$ cat src/special_reg_write_guard_defs.vh
`ifndef SPECIAL_REG_WRITE_GUARD_DEFS_VH
`define SPECIAL_REG_WRITE_GUARD_DEFS_VH

// register indices; byte address is four times the index
`define IDX_WAIT_CTRL     32'hFFFFF06E
`define IDX_UNLOCK_KEY    32'hFFFFF1FC
`define IDX_STATE_FLAGS   32'hFFFFF802
`define IDX_CLK_CTRL      32'hFFFFF828
`define IDX_WDT_RES_STAT  32'hFFFFF82A
`define IDX_WDT_MODE      32'hFFFFF6C2
`define IDX_PWR_SAVE      32'hFFFFF830
`define IDX_IRQ_STATUS    32'hFFFFF8F0
`define IDX_IRQ_MASK      32'hFFFFF8F4

// reset values
`define RST_WAIT_CTRL     8'h77
`define RST_STATE_FLAGS   8'h00
`define RST_CLK_CTRL      8'h03
`define RST_PWR_SAVE      8'h00
`define RST_WDT_RES_STAT  8'h00
`define RST_WDT_MODE      8'h00
`define RST_IRQ           3'h0

// field positions
`define WAIT_M_HI         2
`define WAIT_M_LO         0
`define FLAG_PROTECTION_ERROR_FLAG        0
`define IRQ_PROT_ERR      0
`define IRQ_PROT_OK       1
`define IRQ_BUS_HANG      2

// single-bit operation codes
`define BIT_OP_NONE       2'h0
`define BIT_OP_SET        2'h1
`define BIT_OP_CLR        2'h2
`define BIT_OP_NOT        2'h3

// timing: base access of three clocks is setup plus two access cycles
`define BASE_ACCESS_CLKS  4'h3
`define STALL_BASE        4'h2

`endif

$ cat src/access_wait_timer.v
`include "special_reg_write_guard_defs.vh"

module access_wait_timer #(
  parameter CW = 10
) (
  input  wire          clock,
  input  wire          rst_n,
  input  wire          start,
  input  wire          advance,
  input  wire [CW-1:0] load_val,
  input  wire          hang_req,
  output wire          ready,
  output wire          hung
);

  reg [CW-1:0] cnt_q;
  reg          hang_q;

  always @(posedge clock) begin
    if (!rst_n) begin
      cnt_q  <= {CW{1'b0}};
      hang_q <= 1'b0;
    end else begin
      if (start) begin
        cnt_q <= load_val;
      end else if (advance && cnt_q != {CW{1'b0}}) begin
        cnt_q <= cnt_q - {{(CW-1){1'b0}}, 1'b1};
      end
      // only reset releases a stall taken with the main clock gone
      if (start && hang_q == 1'b0 && hang_req) begin
        hang_q <= 1'b1;
      end
    end
  end

  assign ready = (cnt_q == {CW{1'b0}}) && !hang_q;
  assign hung  = hang_q;

endmodule

$ cat src/special_reg_write_guard.v
// Summary of operation
// - unlock key is an 8-bit write-only register; reads return no content.
// - protected registers take a write only as first write after key.
// - protected write without a preceding key write sets the error flag.
// - other peripheral write right after key write sets the error flag.
// - plain reads between key and protected write keep the unlock, but a watchdog mode write after them sets the error flag.
// - writing 0 to the error flag clears it.
// - reset clears the whole state flags register to zero.
// - clearing the error flag right after a key write wins.
// - two consecutive key writes set the error flag.
// - state flags register accepts byte and single-bit accesses.
// - peripheral access takes three clocks with no wait configured.
// - wait control is 8-bit read/write, reset value 77h.
// - wait parameter m is bits 2 to 0 of wait control.
// - conflicting access stalls for extra (2 + m) times k clocks.
// - stall on subclock with main clock stopped holds until reset.
// - no interrupt acknowledge directly after a key write.
`include "special_reg_write_guard_defs.vh"

module special_reg_write_guard #(
  parameter AW = 16,
  parameter KW = 6,
  parameter CW = 10
) (
  input  wire          clock,
  input  wire          rst_n,
  input  wire          psel,
  input  wire          penable,
  input  wire          pwrite,
  input  wire [AW-1:0] paddr,
  input  wire [31:0]   pwdata,
  output reg  [31:0]   prdata,
  output wire          pready,
  output wire          pslverr,
  input  wire [1:0]    bit_op_code,
  input  wire [2:0]    bit_op_pos,
  input  wire          ext_periph_wr,
  input  wire          ext_periph_rd,
  input  wire          periph_conflict,
  input  wire [KW-1:0] conflict_k,
  input  wire          cpu_on_subclock,
  input  wire          main_clock_stopped,
  output reg  [7:0]    cpu_clock_control_reg,
  output reg  [7:0]    power_save_control_reg,
  output reg  [7:0]    watchdog_reset_status_reg,
  output reg  [7:0]    watchdog_mode_reg,
  output wire [2:0]    wait_m,
  output wire          irq_hold_off,
  output wire          irq
);

  function addr_hit;
    input [AW-1:0] a;
    input [31:0]   idx;
    reg   [31:0]   byte_addr;
    begin
      byte_addr = {idx[29:0], 2'b00};
      addr_hit  = (a == byte_addr[AW-1:0]);
    end
  endfunction

  function [7:0] bit_apply;
    input [7:0] old;
    input [1:0] code;
    input [2:0] pos;
    input [7:0] wval;
    reg   [7:0] one;
    begin
      one = 8'h01 << pos;
      if (code == `BIT_OP_SET) begin
        bit_apply = old | one;
      end else if (code == `BIT_OP_CLR) begin
        bit_apply = old & ~one;
      end else if (code == `BIT_OP_NOT) begin
        bit_apply = old ^ one;
      end else begin
        bit_apply = wval;
      end
    end
  endfunction

  localparam [7:0] FLAGS_RST = `RST_STATE_FLAGS;

  reg  [7:0]    wait_ctrl_q;
  reg           protection_error_flag_q;
  reg           protection_error_flag_d;
  reg           unlocked_q;
  reg           unlocked_d;
  reg           rd_between_q;
  reg           rd_between_d;
  reg  [2:0]    irq_status_q;
  reg  [2:0]    irq_mask_q;
  reg  [2:0]    irq_event;
  reg           err_set;
  reg           prot_accept;
  reg  [7:0]    rd_mux;
  reg           sub_meta_q;
  reg           sub_sync_q;
  reg           stop_meta_q;
  reg           stop_sync_q;
  reg           hung_q;

  wire          setup_ph;
  wire          access_ph;
  wire          done;
  wire          bit_rmw;
  wire          eff_wr;
  wire          apb_rd;
  wire          h_wait;
  wire          h_key;
  wire          h_flags;
  wire          h_clk;
  wire          h_psc;
  wire          h_watchdog_reset_status_reg;
  wire          h_watchdog_mode_reg;
  wire          h_ist;
  wire          h_imsk;
  wire          h_prot;
  wire          mapped;
  wire [7:0]    wr_val;
  wire [CW-1:0] load_val;
  wire [CW-1:0] stall_extra;
  wire [CW-1:0] m_ext;
  wire [CW-1:0] k_ext;
  wire [CW-1:0] base_ext;
  wire          hang_req;
  wire          timer_ready;
  wire          timer_hung;

  assign setup_ph  = psel && !penable;
  assign access_ph = psel && penable;
  assign done      = access_ph && timer_ready;
  assign pready    = timer_ready;
  assign bit_rmw   = (bit_op_code != `BIT_OP_NONE);
  // a single-bit operation is a read-modify-write and counts as a write
  assign eff_wr    = done && (pwrite || bit_rmw);
  assign apb_rd    = done && !pwrite && !bit_rmw;

  assign h_wait  = addr_hit(paddr, `IDX_WAIT_CTRL);
  assign h_key   = addr_hit(paddr, `IDX_UNLOCK_KEY);
  assign h_flags = addr_hit(paddr, `IDX_STATE_FLAGS);
  assign h_clk   = addr_hit(paddr, `IDX_CLK_CTRL);
  assign h_psc   = addr_hit(paddr, `IDX_PWR_SAVE);
  assign h_watchdog_reset_status_reg = addr_hit(paddr, `IDX_WDT_RES_STAT);
  assign h_watchdog_mode_reg  = addr_hit(paddr, `IDX_WDT_MODE);
  assign h_ist   = addr_hit(paddr, `IDX_IRQ_STATUS);
  assign h_imsk  = addr_hit(paddr, `IDX_IRQ_MASK);
  assign h_prot  = h_clk || h_psc || h_watchdog_reset_status_reg || h_watchdog_mode_reg;
  assign mapped  = h_wait || h_key || h_flags || h_prot || h_ist || h_imsk;
  // unmapped writes still end an unlock as other writes
  assign pslverr = done && !mapped;

  assign wait_m = wait_ctrl_q[`WAIT_M_HI:`WAIT_M_LO];

  // operands widened to the counter; sized for m = 7 and full k
  assign m_ext    = {{(CW-3){1'b0}}, wait_m};
  assign k_ext    = {{(CW-KW){1'b0}}, conflict_k};
  assign base_ext = {{(CW-4){1'b0}}, `BASE_ACCESS_CLKS} -
                    {{(CW-4){1'b0}}, 4'h2};
  assign stall_extra = periph_conflict ?
                       (({{(CW-4){1'b0}}, `STALL_BASE} + m_ext) * k_ext) :
                       {CW{1'b0}};
  assign load_val = base_ext + m_ext + stall_extra;
  assign hang_req = periph_conflict && sub_sync_q && stop_sync_q;

  access_wait_timer #(
    .CW (CW)
  ) u_timer (
    .clock    (clock),
    .rst_n    (rst_n),
    .start    (setup_ph),
    .advance  (access_ph),
    .load_val (load_val),
    .hang_req (hang_req),
    .ready    (timer_ready),
    .hung     (timer_hung)
  );

  // clock-state pins come from outside this domain
  always @(posedge clock) begin
    if (!rst_n) begin
      sub_meta_q  <= 1'b0;
      sub_sync_q  <= 1'b0;
      stop_meta_q <= 1'b0;
      stop_sync_q <= 1'b0;
      hung_q      <= 1'b0;
    end else begin
      sub_meta_q  <= cpu_on_subclock;
      sub_sync_q  <= sub_meta_q;
      stop_meta_q <= main_clock_stopped;
      stop_sync_q <= stop_meta_q;
      hung_q      <= timer_hung;
    end
  end

  // read value of the addressed register, before any bit operation
  always @* begin
    rd_mux = 8'h00;
    if (h_wait) begin
      rd_mux = wait_ctrl_q;
    end else if (h_flags) begin
      rd_mux = {7'h00, protection_error_flag_q};
    end else if (h_clk) begin
      rd_mux = cpu_clock_control_reg;
    end else if (h_psc) begin
      rd_mux = power_save_control_reg;
    end else if (h_watchdog_reset_status_reg) begin
      rd_mux = watchdog_reset_status_reg;
    end else if (h_watchdog_mode_reg) begin
      rd_mux = watchdog_mode_reg;
    end else if (h_ist) begin
      rd_mux = {5'h00, irq_status_q};
    end else if (h_imsk) begin
      rd_mux = {5'h00, irq_mask_q};
    end else begin
      rd_mux = 8'h00;
    end
  end

  assign wr_val = bit_apply(rd_mux, bit_op_code, bit_op_pos, pwdata[7:0]);

  // unlock sequencing and error detection
  // reads keep the unlock armed, any write ends it
  always @* begin
    err_set      = 1'b0;
    prot_accept  = 1'b0;
    unlocked_d   = unlocked_q;
    rd_between_d = rd_between_q;
    if (eff_wr && h_key) begin
      if (unlocked_q) begin
        err_set    = 1'b1;
        unlocked_d = 1'b0;
      end else begin
        unlocked_d = 1'b1;
      end
      rd_between_d = 1'b0;
    end else if (eff_wr && h_prot) begin
      if (!unlocked_q) begin
        err_set = 1'b1;
      end else if (h_watchdog_mode_reg && rd_between_q) begin
        // the read exemption does not cover the watchdog mode register
        err_set = 1'b1;
      end else begin
        prot_accept = 1'b1;
      end
      unlocked_d   = 1'b0;
      rd_between_d = 1'b0;
    end else if (eff_wr || ext_periph_wr) begin
      err_set      = unlocked_q;
      unlocked_d   = 1'b0;
      rd_between_d = 1'b0;
    end else if (unlocked_q && (apb_rd || ext_periph_rd)) begin
      rd_between_d = 1'b1;
    end
  end

  always @* begin
    protection_error_flag_d = protection_error_flag_q | err_set;
    if (eff_wr && h_flags) begin
      if (wr_val[`FLAG_PROTECTION_ERROR_FLAG] == 1'b0 && unlocked_q) begin
        protection_error_flag_d = 1'b0;
      end else if (wr_val[`FLAG_PROTECTION_ERROR_FLAG] == 1'b0) begin
        protection_error_flag_d = err_set;
      end else begin
        protection_error_flag_d = 1'b1;
      end
    end
  end

  always @* begin
    irq_event                = 3'h0;
    irq_event[`IRQ_PROT_ERR] = err_set;
    irq_event[`IRQ_PROT_OK]  = prot_accept;
    irq_event[`IRQ_BUS_HANG] = timer_hung && !hung_q;
  end

  always @(posedge clock) begin
    if (!rst_n) begin
      wait_ctrl_q  <= `RST_WAIT_CTRL;
      protection_error_flag_q      <= FLAGS_RST[`FLAG_PROTECTION_ERROR_FLAG];
      unlocked_q   <= 1'b0;
      rd_between_q <= 1'b0;
      prdata       <= 32'h0000_0000;
    end else begin
      unlocked_q   <= unlocked_d;
      rd_between_q <= rd_between_d;
      protection_error_flag_q      <= protection_error_flag_d;
      if (eff_wr && h_wait) begin
        wait_ctrl_q <= wr_val;
      end
      // loaded on every selected cycle so the access phase holds the word
      if (psel) begin
        prdata <= {24'h00_0000, rd_mux};
      end
    end
  end

  // protected registers move only on an accepted unlock sequence
  always @(posedge clock) begin
    if (!rst_n) begin
      cpu_clock_control_reg     <= `RST_CLK_CTRL;
      power_save_control_reg    <= `RST_PWR_SAVE;
      watchdog_reset_status_reg <= `RST_WDT_RES_STAT;
      watchdog_mode_reg         <= `RST_WDT_MODE;
    end else begin
      if (prot_accept && h_clk) begin
        cpu_clock_control_reg <= wr_val;
      end
      if (prot_accept && h_psc) begin
        power_save_control_reg <= wr_val;
      end
      if (prot_accept && h_watchdog_reset_status_reg) begin
        watchdog_reset_status_reg <= wr_val;
      end
      if (prot_accept && h_watchdog_mode_reg) begin
        watchdog_mode_reg <= wr_val;
      end
    end
  end

  always @(posedge clock) begin
    if (!rst_n) begin
      irq_status_q <= `RST_IRQ;
      irq_mask_q   <= `RST_IRQ;
    end else begin
      if (eff_wr && h_imsk) begin
        irq_mask_q <= wr_val[2:0];
      end
      // new events win over a write-one clear in the same cycle
      if (eff_wr && h_ist) begin
        irq_status_q <= (irq_status_q & ~wr_val[2:0]) | irq_event;
      end else begin
        irq_status_q <= irq_status_q | irq_event;
      end
    end
  end

  // keeps key write and protected write back to back
  assign irq_hold_off = unlocked_q;
  assign irq          = |(irq_status_q & irq_mask_q);

endmodule

$ cat config.mk
export PLATFORM = sky130hd
export DESIGN_NAME = special_reg_write_guard
export DESIGN_NICKNAME = d
export VERILOG_FILES = /design/src/access_wait_timer.v /design/src/special_reg_write_guard.v
export VERILOG_INCLUDE_DIRS = /design/src
export SDC_FILE = /design/constraint.sdc
export NUM_CORES = 1
export LEC_CHECK = 0
export ABC_AREA = 1
export BUFFER_PORTS_ARGS = -buffer_cell sky130_fd_sc_hd__buf_4
export CORE_MARGIN = 2
export CORE_UTILIZATION = 30
export DETAILED_ROUTE_END_ITERATION = 16
export SYNTH_ARGS = -nofsm -noshare
export SYNTH_HDL_FRONTEND = slang
export SYNTH_SLANG_ARGS = --single-unit
export TNS_END_PERCENT = 1
$ cat constraint.sdc
create_clock -name clock -period 5.51 [get_ports clock]
set_input_delay 0.8265 -clock clock [delete_from_list [all_inputs] [get_ports clock]]
set_output_delay 0.8265 -clock clock [all_outputs]
set_load 0.1 [all_outputs]
## Word level (Yosys, flattened, before mapping)

Index checks and enable logic that the tools add are counted.

- Bits in registers: 73
- Input port bits: 69
- Word-level logic and storage cells: 132

- $add $sub $neg: 4
- Multiply operators: 1
- Eq/ne operators: 12
- Shifts and indexed selects: 1
- Muxes and demuxes: 32
- Bitwise gates (word level): 13
- Reductions and logical operators: 51

Operators by type and width:

| cell | number |
|---|---|
| == test 16 bit (second input constant) | 9 |
| 2-to-1 mux 8 bit | 9 |
| 2-to-1 mux 10 bit | 3 |
| logical AND 1 bit | 27 |
| 2-to-1 mux 1 bit | 17 |
| logical OR 1 bit | 11 |
| adder 4 x 10 -> 10 bit | 1 |
| zero test 10 bit | 1 |
| multiplier 4 x 6 -> 10 bit | 1 |
| nonzero test 10 bit | 1 |
| subtractor 10 x 1 -> 10 bit (second input constant) | 1 |
| 2-to-1 mux 3 bit | 3 |
| bitwise AND 8 bit | 1 |
| inverter 8 bit | 1 |
| bitwise OR 8 bit | 1 |
| left shift 1 x 3 -> 8 bit (first input constant) | 1 |
| XOR 8 bit | 1 |
| bitwise AND 3 bit | 2 |
| zero test 1 bit | 6 |
| bitwise OR 3 bit | 2 |
| adder 1 x 3 -> 4 bit (first input constant) | 1 |
| adder 2 x 3 -> 4 bit (first input constant) | 1 |
| == test 2 bit (second input constant) | 2 |
| nonzero test 2 bit | 2 |
| other kinds (7) | 9 |

## Logic depth before layout (Yosys ltp)

Gate-level depths: netlist of run 1.

- Depth in word-level cells: 17
- Mapped depth: 22
- Mapped depth without buffers: 22

## By module

Synthesis of run 1 repeated with hierarchy kept, for this count alone.

- Cell total of the unflattened synthesis: 937
- Area total of the unflattened synthesis: 5805.6 um^2

Modules (own cells, without submodules):

| module | times used | cells each | area each (um^2) | sequential area each (um^2) |
|---|---|---|---|---|
| special_reg_write_guard | 1 | 811 | 5059.9 | 1241.2 |
| access_wait_timer | 1 | 126 | 745.7 | 220.2 |

## Least setup slack after synthesis of run 1

OpenSTA, ideal clock, no wires.

- Path type: input port to output port
- Start: input paddr[3]
- End: output pslverr
- Data arrival time: 4.709 ns
- Data required time: 4.683 ns
- Setup slack: -0.026 ns
- Cell stages on the path: 9
- Buffers on the path: 0
- Path through: inv_1 -> nor2_1 -> nand2_1 -> nor2_4 -> nand2_1 -> nand2_1 -> inv_1 -> nand2_1 -> nor4b_1

- Longest elaborated chain between the ends: 9
- Elaborated cells on any way between the ends: 19
- Classes of those cells: eq/ne (9); reduce/logical (10)

RTL lines:

| what | RTL line | text |
|---|---|---|
| start: declaration | special_reg_write_guard.v:30 | `input wire [AW-1:0] paddr,` |
| == test 16 bit | special_reg_write_guard.v:58 | `addr_hit = (a == byte_addr[AW-1:0]);` |
| logical OR 1 bit (3 in series) | special_reg_write_guard.v:148 | `assign h_prot = h_clk \|\| h_psc \|\| h_watchdog_reset_status_reg \|\| h_watchdog_mode_reg;` |
| logical OR 1 bit (2 in series) | special_reg_write_guard.v:149 | `assign mapped = h_wait \|\| h_key \|\| h_flags \|\| h_prot \|\| h_ist \|\| h_imsk;` |
| logical OR 1 bit (*) | special_reg_write_guard.v:149 |  |
| zero test 1 bit (*) | special_reg_write_guard.v:151 | `assign pslverr = done && !mapped;` |
| logical AND 1 bit (*) | special_reg_write_guard.v:151 |  |
| end: declaration | special_reg_write_guard.v:34 | `output wire pslverr,` |

Every way passes the cells marked *; elsewhere a longest branch is shown, timed or not.

## Worst setup path after layout of run 1

- Start: input paddr[1]
- End: register irq_status_q[1]

- Longest elaborated chain between the ends: 17
- Elaborated cells on any way between the ends: 39
- Classes of those cells: eq/ne (9); mux (16); bitwise (7); reduce/logical (7)

RTL lines:

| what | RTL line | text |
|---|---|---|
| == test 16 bit | special_reg_write_guard.v:58 |  |
| 2-to-1 mux 3 bit | special_reg_write_guard.v:213 | `end else if (h_imsk) begin` |
| 2-to-1 mux 3 bit | special_reg_write_guard.v:211 | `end else if (h_ist) begin` |
| 2-to-1 mux 8 bit | special_reg_write_guard.v:209 | `end else if (h_watchdog_mode_reg) begin` |
| 2-to-1 mux 8 bit | special_reg_write_guard.v:207 | `end else if (h_watchdog_reset_status_reg) begin` |
| 2-to-1 mux 8 bit | special_reg_write_guard.v:205 | `end else if (h_psc) begin` |
| 2-to-1 mux 8 bit | special_reg_write_guard.v:203 | `end else if (h_clk) begin` |
| 2-to-1 mux 8 bit | special_reg_write_guard.v:201 | `end else if (h_flags) begin` |
| 2-to-1 mux 8 bit | special_reg_write_guard.v:199 | `if (h_wait) begin` |
| XOR 8 bit | special_reg_write_guard.v:75 | `bit_apply = old ^ one;` |
| 2-to-1 mux 8 bit | special_reg_write_guard.v:74 | `` end else if (code == `BIT_OP_NOT) begin `` |
| 2-to-1 mux 8 bit | special_reg_write_guard.v:72 | `` end else if (code == `BIT_OP_CLR) begin `` |
| 2-to-1 mux 8 bit | special_reg_write_guard.v:70 | `` if (code == `BIT_OP_SET) begin `` |
| inverter 3 bit | special_reg_write_guard.v:331 | `irq_status_q <= (irq_status_q & ~wr_val[2:0]) \| irq_event;` |
| bitwise AND 3 bit | special_reg_write_guard.v:331 |  |
| bitwise OR 3 bit | special_reg_write_guard.v:331 |  |
| 2-to-1 mux 3 bit (*) | special_reg_write_guard.v:330 | `if (eff_wr && h_ist) begin` |
| end signal: assignment | special_reg_write_guard.v:323 | `` irq_status_q <= `RST_IRQ; `` |
| end signal: assignment | special_reg_write_guard.v:331 |  |
| end signal: assignment | special_reg_write_guard.v:333 | `irq_status_q <= irq_status_q \| irq_event;` |
| end: declaration | special_reg_write_guard.v:91 | `reg [2:0] irq_status_q;` |

Marked as above.
A chain may end at the register's enable or synchronous reset.

==> run_results.csv, run 1 <==
group,metric,value,unit
placed_design,placed_instance_area,6680,um^2
yosys,synthMostInstantiatedCell,"sky130_fd_sc_hd__nand2_1",
clock_network,clockRootBuffer,"sky130_fd_sc_hd__clkbuf_16",
grt,grt_max_degree,34,
clock_network,clk-insertion-delay-late,330,ps
floorplanning,floorplan.die.width,144,um
yosys,synth.avg_cell_area,6.58,um^2
clock_network,tritoncts_num_sinks,73,
sta,tns,0,ps
detailed_routing,wl_per_cell,12.8,um
clock_network,postCtsResizedCells,0,
finish,fillerInstances,2143,
finish,syn_to_final_growth,19.9,%
detailed_routing,route.antenna.remaining_nets,0,
clock_network,cts.reportedPaths.clkPinSlew,60,ps
yosys,synth-seq-cells,73,
placed_design,dp_hpwl,12600,um
setup_path,rrSetupSlack,1710,ps
setup_path,worst_setup_path_start_kind,"input pin",
setup_path,crit_start,"paddr[1]",
clock_network,tritoncts,"yes",
grt,grt_util_all_layers,0.156,
setup_path,termination_of_the_worst_setup_path,"irq_status_q[1]",
clock_network,clockBufferDepth,2,
floorplanning,number_of_placed_i_o_pins,140,
grt,gr-total-overflow,0,
power_and_ir_drop,power.density_cell_area,216,nW/um^2
sta,final-setup-viol-count,0,
setup_path,worst_ep_required_time,5700,ps
power_and_ir_drop,leakagePower,0.00353,uW
detailed_routing,num_vias,5663,
sta,post-route-min-period,3960,ps
yosys,yosys_most_used_dff,"sky130_fd_sc_hd__dfxtp_1",
setup_path,rr_startpoint,"wait_ctrl_q[2]",
clock_network,cts_htree_levels,3,
clock_network,postCtsSetupBuffers,0,
yosys,synth.yosys.warnings,0,
min_path,worst_hold_path_type,"reg -> reg",
grt,grt.met1_usage,0.222,
floorplanning,design.die.area,20600,um^2
grt,vias_in_the_first_global_route,5173,
grt,gr-max-usage-layer,"met2",
sta,finalCritPeriodShare,0.719,
floorplanning,floorplan.rows,51,
yosys,post_synthesis_cell_type_count,53,
sta,hold_violations,0,
clock_network,hold_buffers,0,
yosys,synth.top_cells.by_area,"sky130_fd_sc_hd__dfxtp_1 (25%), sky130_fd_sc_hd__nand2_1 (15%), sky130_fd_sc_hd__inv_1 (8.4%), sky130_fd_sc_hd__ha_1 (7.5%), sky130_fd_sc_hd__nor2_1 (5.7%)",
sta,tightest_slew,1030,ps
sta,rsz0062_at_grt,"no",
floorplanning,fp.coreArea,19300,um^2
setup_path,critical_path_arrival,4150,ps
finish,finish.instance_area,7000,um^2
yosys,synth.largest_area_cell,"sky130_fd_sc_hd__dfxtp_1",
run,drv_cap,0,
power_and_ir_drop,power.ir.vdd_worst,0.000153,V
yosys,synth.cell_area,5840,um^2
yosys,synth_cells,888,
placed_design,port_buffers,91,
yosys,synth_top_area_frac,0.250,
detailed_routing,post_drt_via_cell_ratio,4.57,
setup_path,regToRegEndpoint,"u_timer.cnt_q[9]",
setup_path,end_kind,"flop",
finish,final_net_count,1083,
setup_path,timing.critical_path.fanout_max,13,
finish,antennaDiodeCount,0,
detailed_routing,first_iter_violations,516,
grt,number_of_antenna_violations_at_the_first_check_in_global_routing,0,
sta,max-slew-margin-rel,0.311,
yosys,synth.yosys.seq_area_share,0.250,
detailed_routing,drc_errors,0,
finish,max_flop_register,"u_timer.cnt_q",
yosys,synth.top_cells.by_count,"sky130_fd_sc_hd__nand2_1 (237), sky130_fd_sc_hd__inv_1 (130), sky130_fd_sc_hd__nor2_1 (89), sky130_fd_sc_hd__dfxtp_1 (73), sky130_fd_sc_hd__a21oi_1 (52)",
sta,worst_clock_skew,7.25,ps
floorplanning,initial_utilization,0.303,
grt,grt_pass1_wl,25700,um
finish,drive_gt1_frac,0.158,
floorplanning,fp.dieH,144,um
placed_design,finalWeightedCongestion,0.876,
sta,timing.fmax,0.252,GHz
detailed_routing,drt_wl_total,15800,um
grt,grtUsageMet3,0.0233,
grt,use_met2,0.248,
sta,max_slew_violations,0,
setup_path,worst-r2r-cell-count,17,
yosys,synth-async-reset-ratio,0,
finish,number_of_flip_flops_in_the_largest_register,10,
run_status,run_status,"complete, no violations",
clock_network,cts_made_buffers,9,
detailed_routing,drt-pass1-iter-count,6,
yosys,synth-edff-count,0,
setup_path,criticalPathCategory,"in -> reg",
## cell usage in the layout (no fill, tap or decap), types with 10 or more instances in the layout
cell type	Yosys	layout
sky130_fd_sc_hd__conb_1	1	24
sky130_fd_sc_hd__buf_4	27	94
sky130_fd_sc_hd__a21oi_1	52	52
sky130_fd_sc_hd__inv_1	130	130
sky130_fd_sc_hd__nand3_1	47	47
sky130_fd_sc_hd__nand4_1	14	14
sky130_fd_sc_hd__dfxtp_1	73	73
sky130_fd_sc_hd__o211ai_1	10	10
sky130_fd_sc_hd__ha_1	35	35
sky130_fd_sc_hd__o21ai_0	31	31
sky130_fd_sc_hd__nand2_1	237	237
sky130_fd_sc_hd__nor2_1	89	89
sky130_fd_sc_hd__nor3_1	14	14
## area by class of cell
cell class | count | area, um^2 | share of cell area
multi-input cells | 651 | 3640 | 0.520
flip-flops and latches | 73 | 1460 | 0.209
repair buffers | 94 | 706 | 0.101
inverters | 141 | 544 | 0.0777
well taps | 265 | 332 | 0.0474
clock buffers | 9 | 225 | 0.0322
clock inverters | 7 | 93.8 | 0.0134
## logic make-up (layout without fill, tap and decap cells)
| logic type | Yosys count | count (layout) | synth area share |
|---|---|---|---|
| xor+xnor | 7 | 7 | 0.0105 |
| mux | 4 | 4 | 0.00686 |
| simple gates | 428 | 428 | 0.330 |
| buf+inv | 187 | 251 | 0.142 |
| other cells | 1 | 24 | 0.000642 |
| fa+ha+maj | 44 | 44 | 0.106 |
| flops | 73 | 73 | 0.250 |
| compound gates | 144 | 144 | 0.153 |
## layer usage
metal	routed length, um	vias up
met2	7130	145
li1	-	2967
met4	197	0
met3	661	11
met1	7820	2540
met5	0	-
## through the flow
stage	hold WS [ps]	std cells	util	setup slack (ps)	power (uW)
floorplan	390	911	-	1360	829
global placement	399	1224	0.347	1350	895
detailed placement	396	1224	0.347	1280	897
CTS	410	1240	0.363	1630	1520
global route	437	1240	0.363	1230	1580
finish	410	1240	0.363	1550	1510
## report_power, final
part	internal [uW]	leakage [uW]	total (uW)	switching, uW
Sequential	541	0.000592	553	12.0
Clock	396	0.000152	625	229
Combinational	89.2	0.00278	334	245
Total	1030	0.00353	1510	486
## critical path, stage by stage
cell and delay, ps:
sky130_fd_sc_hd__buf_4 110, sky130_fd_sc_hd__nor2_1 120, sky130_fd_sc_hd__nand2_1 190, sky130_fd_sc_hd__nor3_2 420, sky130_fd_sc_hd__inv_1 310, sky130_fd_sc_hd__nand2_1 280
sky130_fd_sc_hd__nor2_1 60, sky130_fd_sc_hd__a22oi_1 340, sky130_fd_sc_hd__ha_1 200, sky130_fd_sc_hd__a22o_1 120, sky130_fd_sc_hd__inv_1 40, sky130_fd_sc_hd__a31oi_1 620
sky130_fd_sc_hd__inv_1 200, sky130_fd_sc_hd__o21ai_0 200, sky130_fd_sc_hd__a21oi_1 90
## worst min-delay path by stage
stage	slack [ps]	depth (start not counted)	from	end
global route	440	2	stop_meta_q	stop_sync_q
global placement	400	2	sub_meta_q	sub_sync_q
floorplan	390	2	stop_meta_q	stop_sync_q
finish	410	2	sub_meta_q	sub_sync_q
CTS	410	2	sub_meta_q	sub_sync_q
detailed placement	400	2	sub_meta_q	sub_sync_q
Power figures use the tool's default switching activity.
==> run 2, diff against run 1 <==
==> constraint.sdc (replaced) <==
create_clock -name clock -period 3.9 [get_ports clock]
set_input_delay 0.585 -clock clock [delete_from_list [all_inputs] [get_ports clock]]
set_output_delay 0.585 -clock clock [all_outputs]
set_load 0.1 [all_outputs]
==> run 2 against run 1 <==
  * Cell area rose by 0.82%
  * Routed wire length hardly changed
  * Via count is 0.25% lower
==> run_results.csv, run 2 (synthesized netlist as in run 1, its figures left out) <==
group,metric,value,unit
power_and_ir_drop,power.sequential.fraction,0.387,
setup_path,end_kind,"flop",
clock_network,cts.reportedPaths.clkPinSlew,60,ps
placed_design,port_buffers,91,
grt,vias_in_the_first_global_route,5135,
power_and_ir_drop,p_switching,692,uW
clock_network,cts_htree_levels,3,
placed_design,placed_instance_area,6780,um^2
grt,gr-total-overflow,0,
min_path,worst_hold_path_type,"reg -> reg",
finish,layout.core_utilization,0.366,
placed_design,dp_hpwl,12800,um
finish,final_net_count,1096,
setup_path,crit_chain,"ha_1 > nand2_1 > inv_1 > fa_1 > inv_1 > fa_1 > inv_1 > ha_1 > nand2_1 > nor2_1 > nor3_1 > nor2_1 > nand2_1 > nor2_1 > nand2_1 > nand2_1 > nand3_1 > a21oi_1",
setup_path,worst_setup_path_start_kind,"flop",
setup_path,critPathMaxStageDelay,520,ps
sta,finalCritPeriodShare,0.902,
floorplanning,fp.coreArea,19300,um^2
detailed_routing,route.antenna.remaining_nets,0,
floorplanning,initial_utilization,0.303,
power_and_ir_drop,power.ir.vdd_worst,0.000187,V
sta,hold_violations,0,
floorplanning,floorplan.rows,51,
finish,multiInputGateArea,3650,um^2
finish,finish.instance_area,7060,um^2
detailed_routing,num_vias,5649,
finish,drive_gt1_frac,0.171,
clock_network,clk-insertion-delay-late,340,ps
grt,grt_util_all_layers,0.156,
sta,post-route-min-period,3520,ps
power_and_ir_drop,power.density_cell_area,286,nW/um^2
sta,final.setup.worst_slack,381,ps
floorplanning,floorplan.die.width,144,um
clock_network,tritoncts_num_sinks,73,
power_and_ir_drop,part_of_the_total_power_dissipated_in_the_clock_network,0.376,
setup_path,timing.critical_path.fanout_max,6,
finish,syn_to_final_growth,20.9,%
finish,regArea,1460,um^2
run,drv_cap,0,
grt,number_of_antenna_violations_at_the_first_check_in_global_routing,0,
detailed_routing,post_drt_via_cell_ratio,4.51,
clock_network,clockBufferDepth,2,
clock_network,clockRootBuffer,"sky130_fd_sc_hd__clkbuf_16",
sta,tightest_slew,1040,ps
sta,final-setup-viol-count,0,
setup_path,worst_ep_required_time,4170,ps
run_status,run_status,"complete, no violations",
setup_path,worst-path-buf-inv,3,
setup_path,criticalPathCategory,"reg -> reg",
sta,timing.fmax,0.284,GHz
grt,grt_max_degree,31,
finish,layout_commonest_cell,"sky130_fd_sc_hd__nand2_1",
setup_path,slowest_stage,"sky130_fd_sc_hd__fa_1",
detailed_routing,first_iter_violations,369,
clock_network,tritoncts,"yes",
detailed_routing,drc_errors,0,
finish,layout.cells.most_common_list,"sky130_fd_sc_hd__nand2_1 (237), sky130_fd_sc_hd__inv_1 (130), sky130_fd_sc_hd__buf_4 (107)",
floorplanning,fp.dieH,144,um
setup_path,path_delay_family,"adder cells",
detailed_routing,drt_wl_total,15800,um
floorplanning,design.die.area,20600,um^2
sta,max-slew-margin-rel,0.305,
finish,max_flop_register,"u_timer.cnt_q",
power_and_ir_drop,combPwrFrac,0.237,
sta,tns,0,ps
detailed_routing,drt-pass1-iter-count,5,
placed_design,dp_slack,232,ps
clock_network,cts_made_buffers,9,
sta,max_slew_violations,0,
power_and_ir_drop,power_switching_share,0.343,
setup_path,timing.critical_path.mode_cell,"sky130_fd_sc_hd__nand2_1",
finish,antennaDiodeCount,0,
sta,worst_clock_skew,10.1,ps
grt,grt_pass1_wl,25700,um
power_and_ir_drop,leakagePower,0.00357,uW
placed_design,finalWeightedCongestion,0.832,
sta,rsz0062_at_grt,"no",
power_and_ir_drop,power_report.internal_total,1330,uW
finish,number_of_flip_flops_in_the_largest_register,10,
floorplanning,number_of_placed_i_o_pins,140,
setup_path,critical_path_arrival,3790,ps
clock_network,postCtsSetupBuffers,0,
finish,fillerInstances,2132,
detailed_routing,wl_per_cell,12.6,um
==> run 2: layer usage <==
metal | part of all wire | global-route usage | vias up
li1 | - | - | 2991
met1 | 0.50 | 0.219 | 2515
met2 | 0.44 | 0.248 | 127
met3 | 0.047 | 0.0260 | 16
met4 | 0.014 | 0.0377 | 0
met5 | 0 | 0 | -
==> run 2: power groups by stage <==
stage	combinational (uW)	sequential (uW)	clock, uW
5_1_grt	526	784	804
6_report	479	781	759
2_1_floorplan	354	818	0
3_3_place_gp	476	798	0
3_5_place_dp	478	797	0
4_1_cts	479	781	769
==> run 2: final timing paths <==
check	start	to	slack (ps)	cells after the start
max	wait_ctrl_q[1]	u_timer.cnt_q[8]	380	18
min	sub_meta_q	sub_sync_q	410	2
max reg2reg	wait_ctrl_q[1]	u_timer.cnt_q[8]	380	18
min reg2reg	sub_meta_q	sub_sync_q	410	2
==> run 2: worst min-delay path, stage by stage, from the launching register on <==
cell	delay [ps]
sky130_fd_sc_hd__dfxtp_1	300
sky130_fd_sc_hd__nand2_1	50
sky130_fd_sc_hd__inv_1	40
==> run 2: layout make-up <==
cell class / count / share of cell area
Clock buffer: 9 / 0.0319
Inverter: 141 / 0.0771
Multi-Input combinational cell: 651 / 0.517
Timing Repair Buffer: 107 / 0.114
Tap cell: 265 / 0.0470
Clock inverter: 7 / 0.00656
Sequential cell: 73 / 0.207
==> run 2: stage by stage <==
stage	hold WS (ps)	std cells	power, uW
after global placement	396	1237	1270
final	413	1253	2020
after global routing	441	1253	2110
after floorplan	390	911	1170
after CTS	417	1253	2030
after detailed placement	403	1237	1280
==> run 2: repair_timing <==
| action | in CTS | in global routing |
|---|---|---|
| setup endpoints to repair | 0 | 2 |
| hold endpoints to repair | 0 | 0 |
| gates resized for setup | 0 | 2 |
| hold buffers | 0 | 0 |
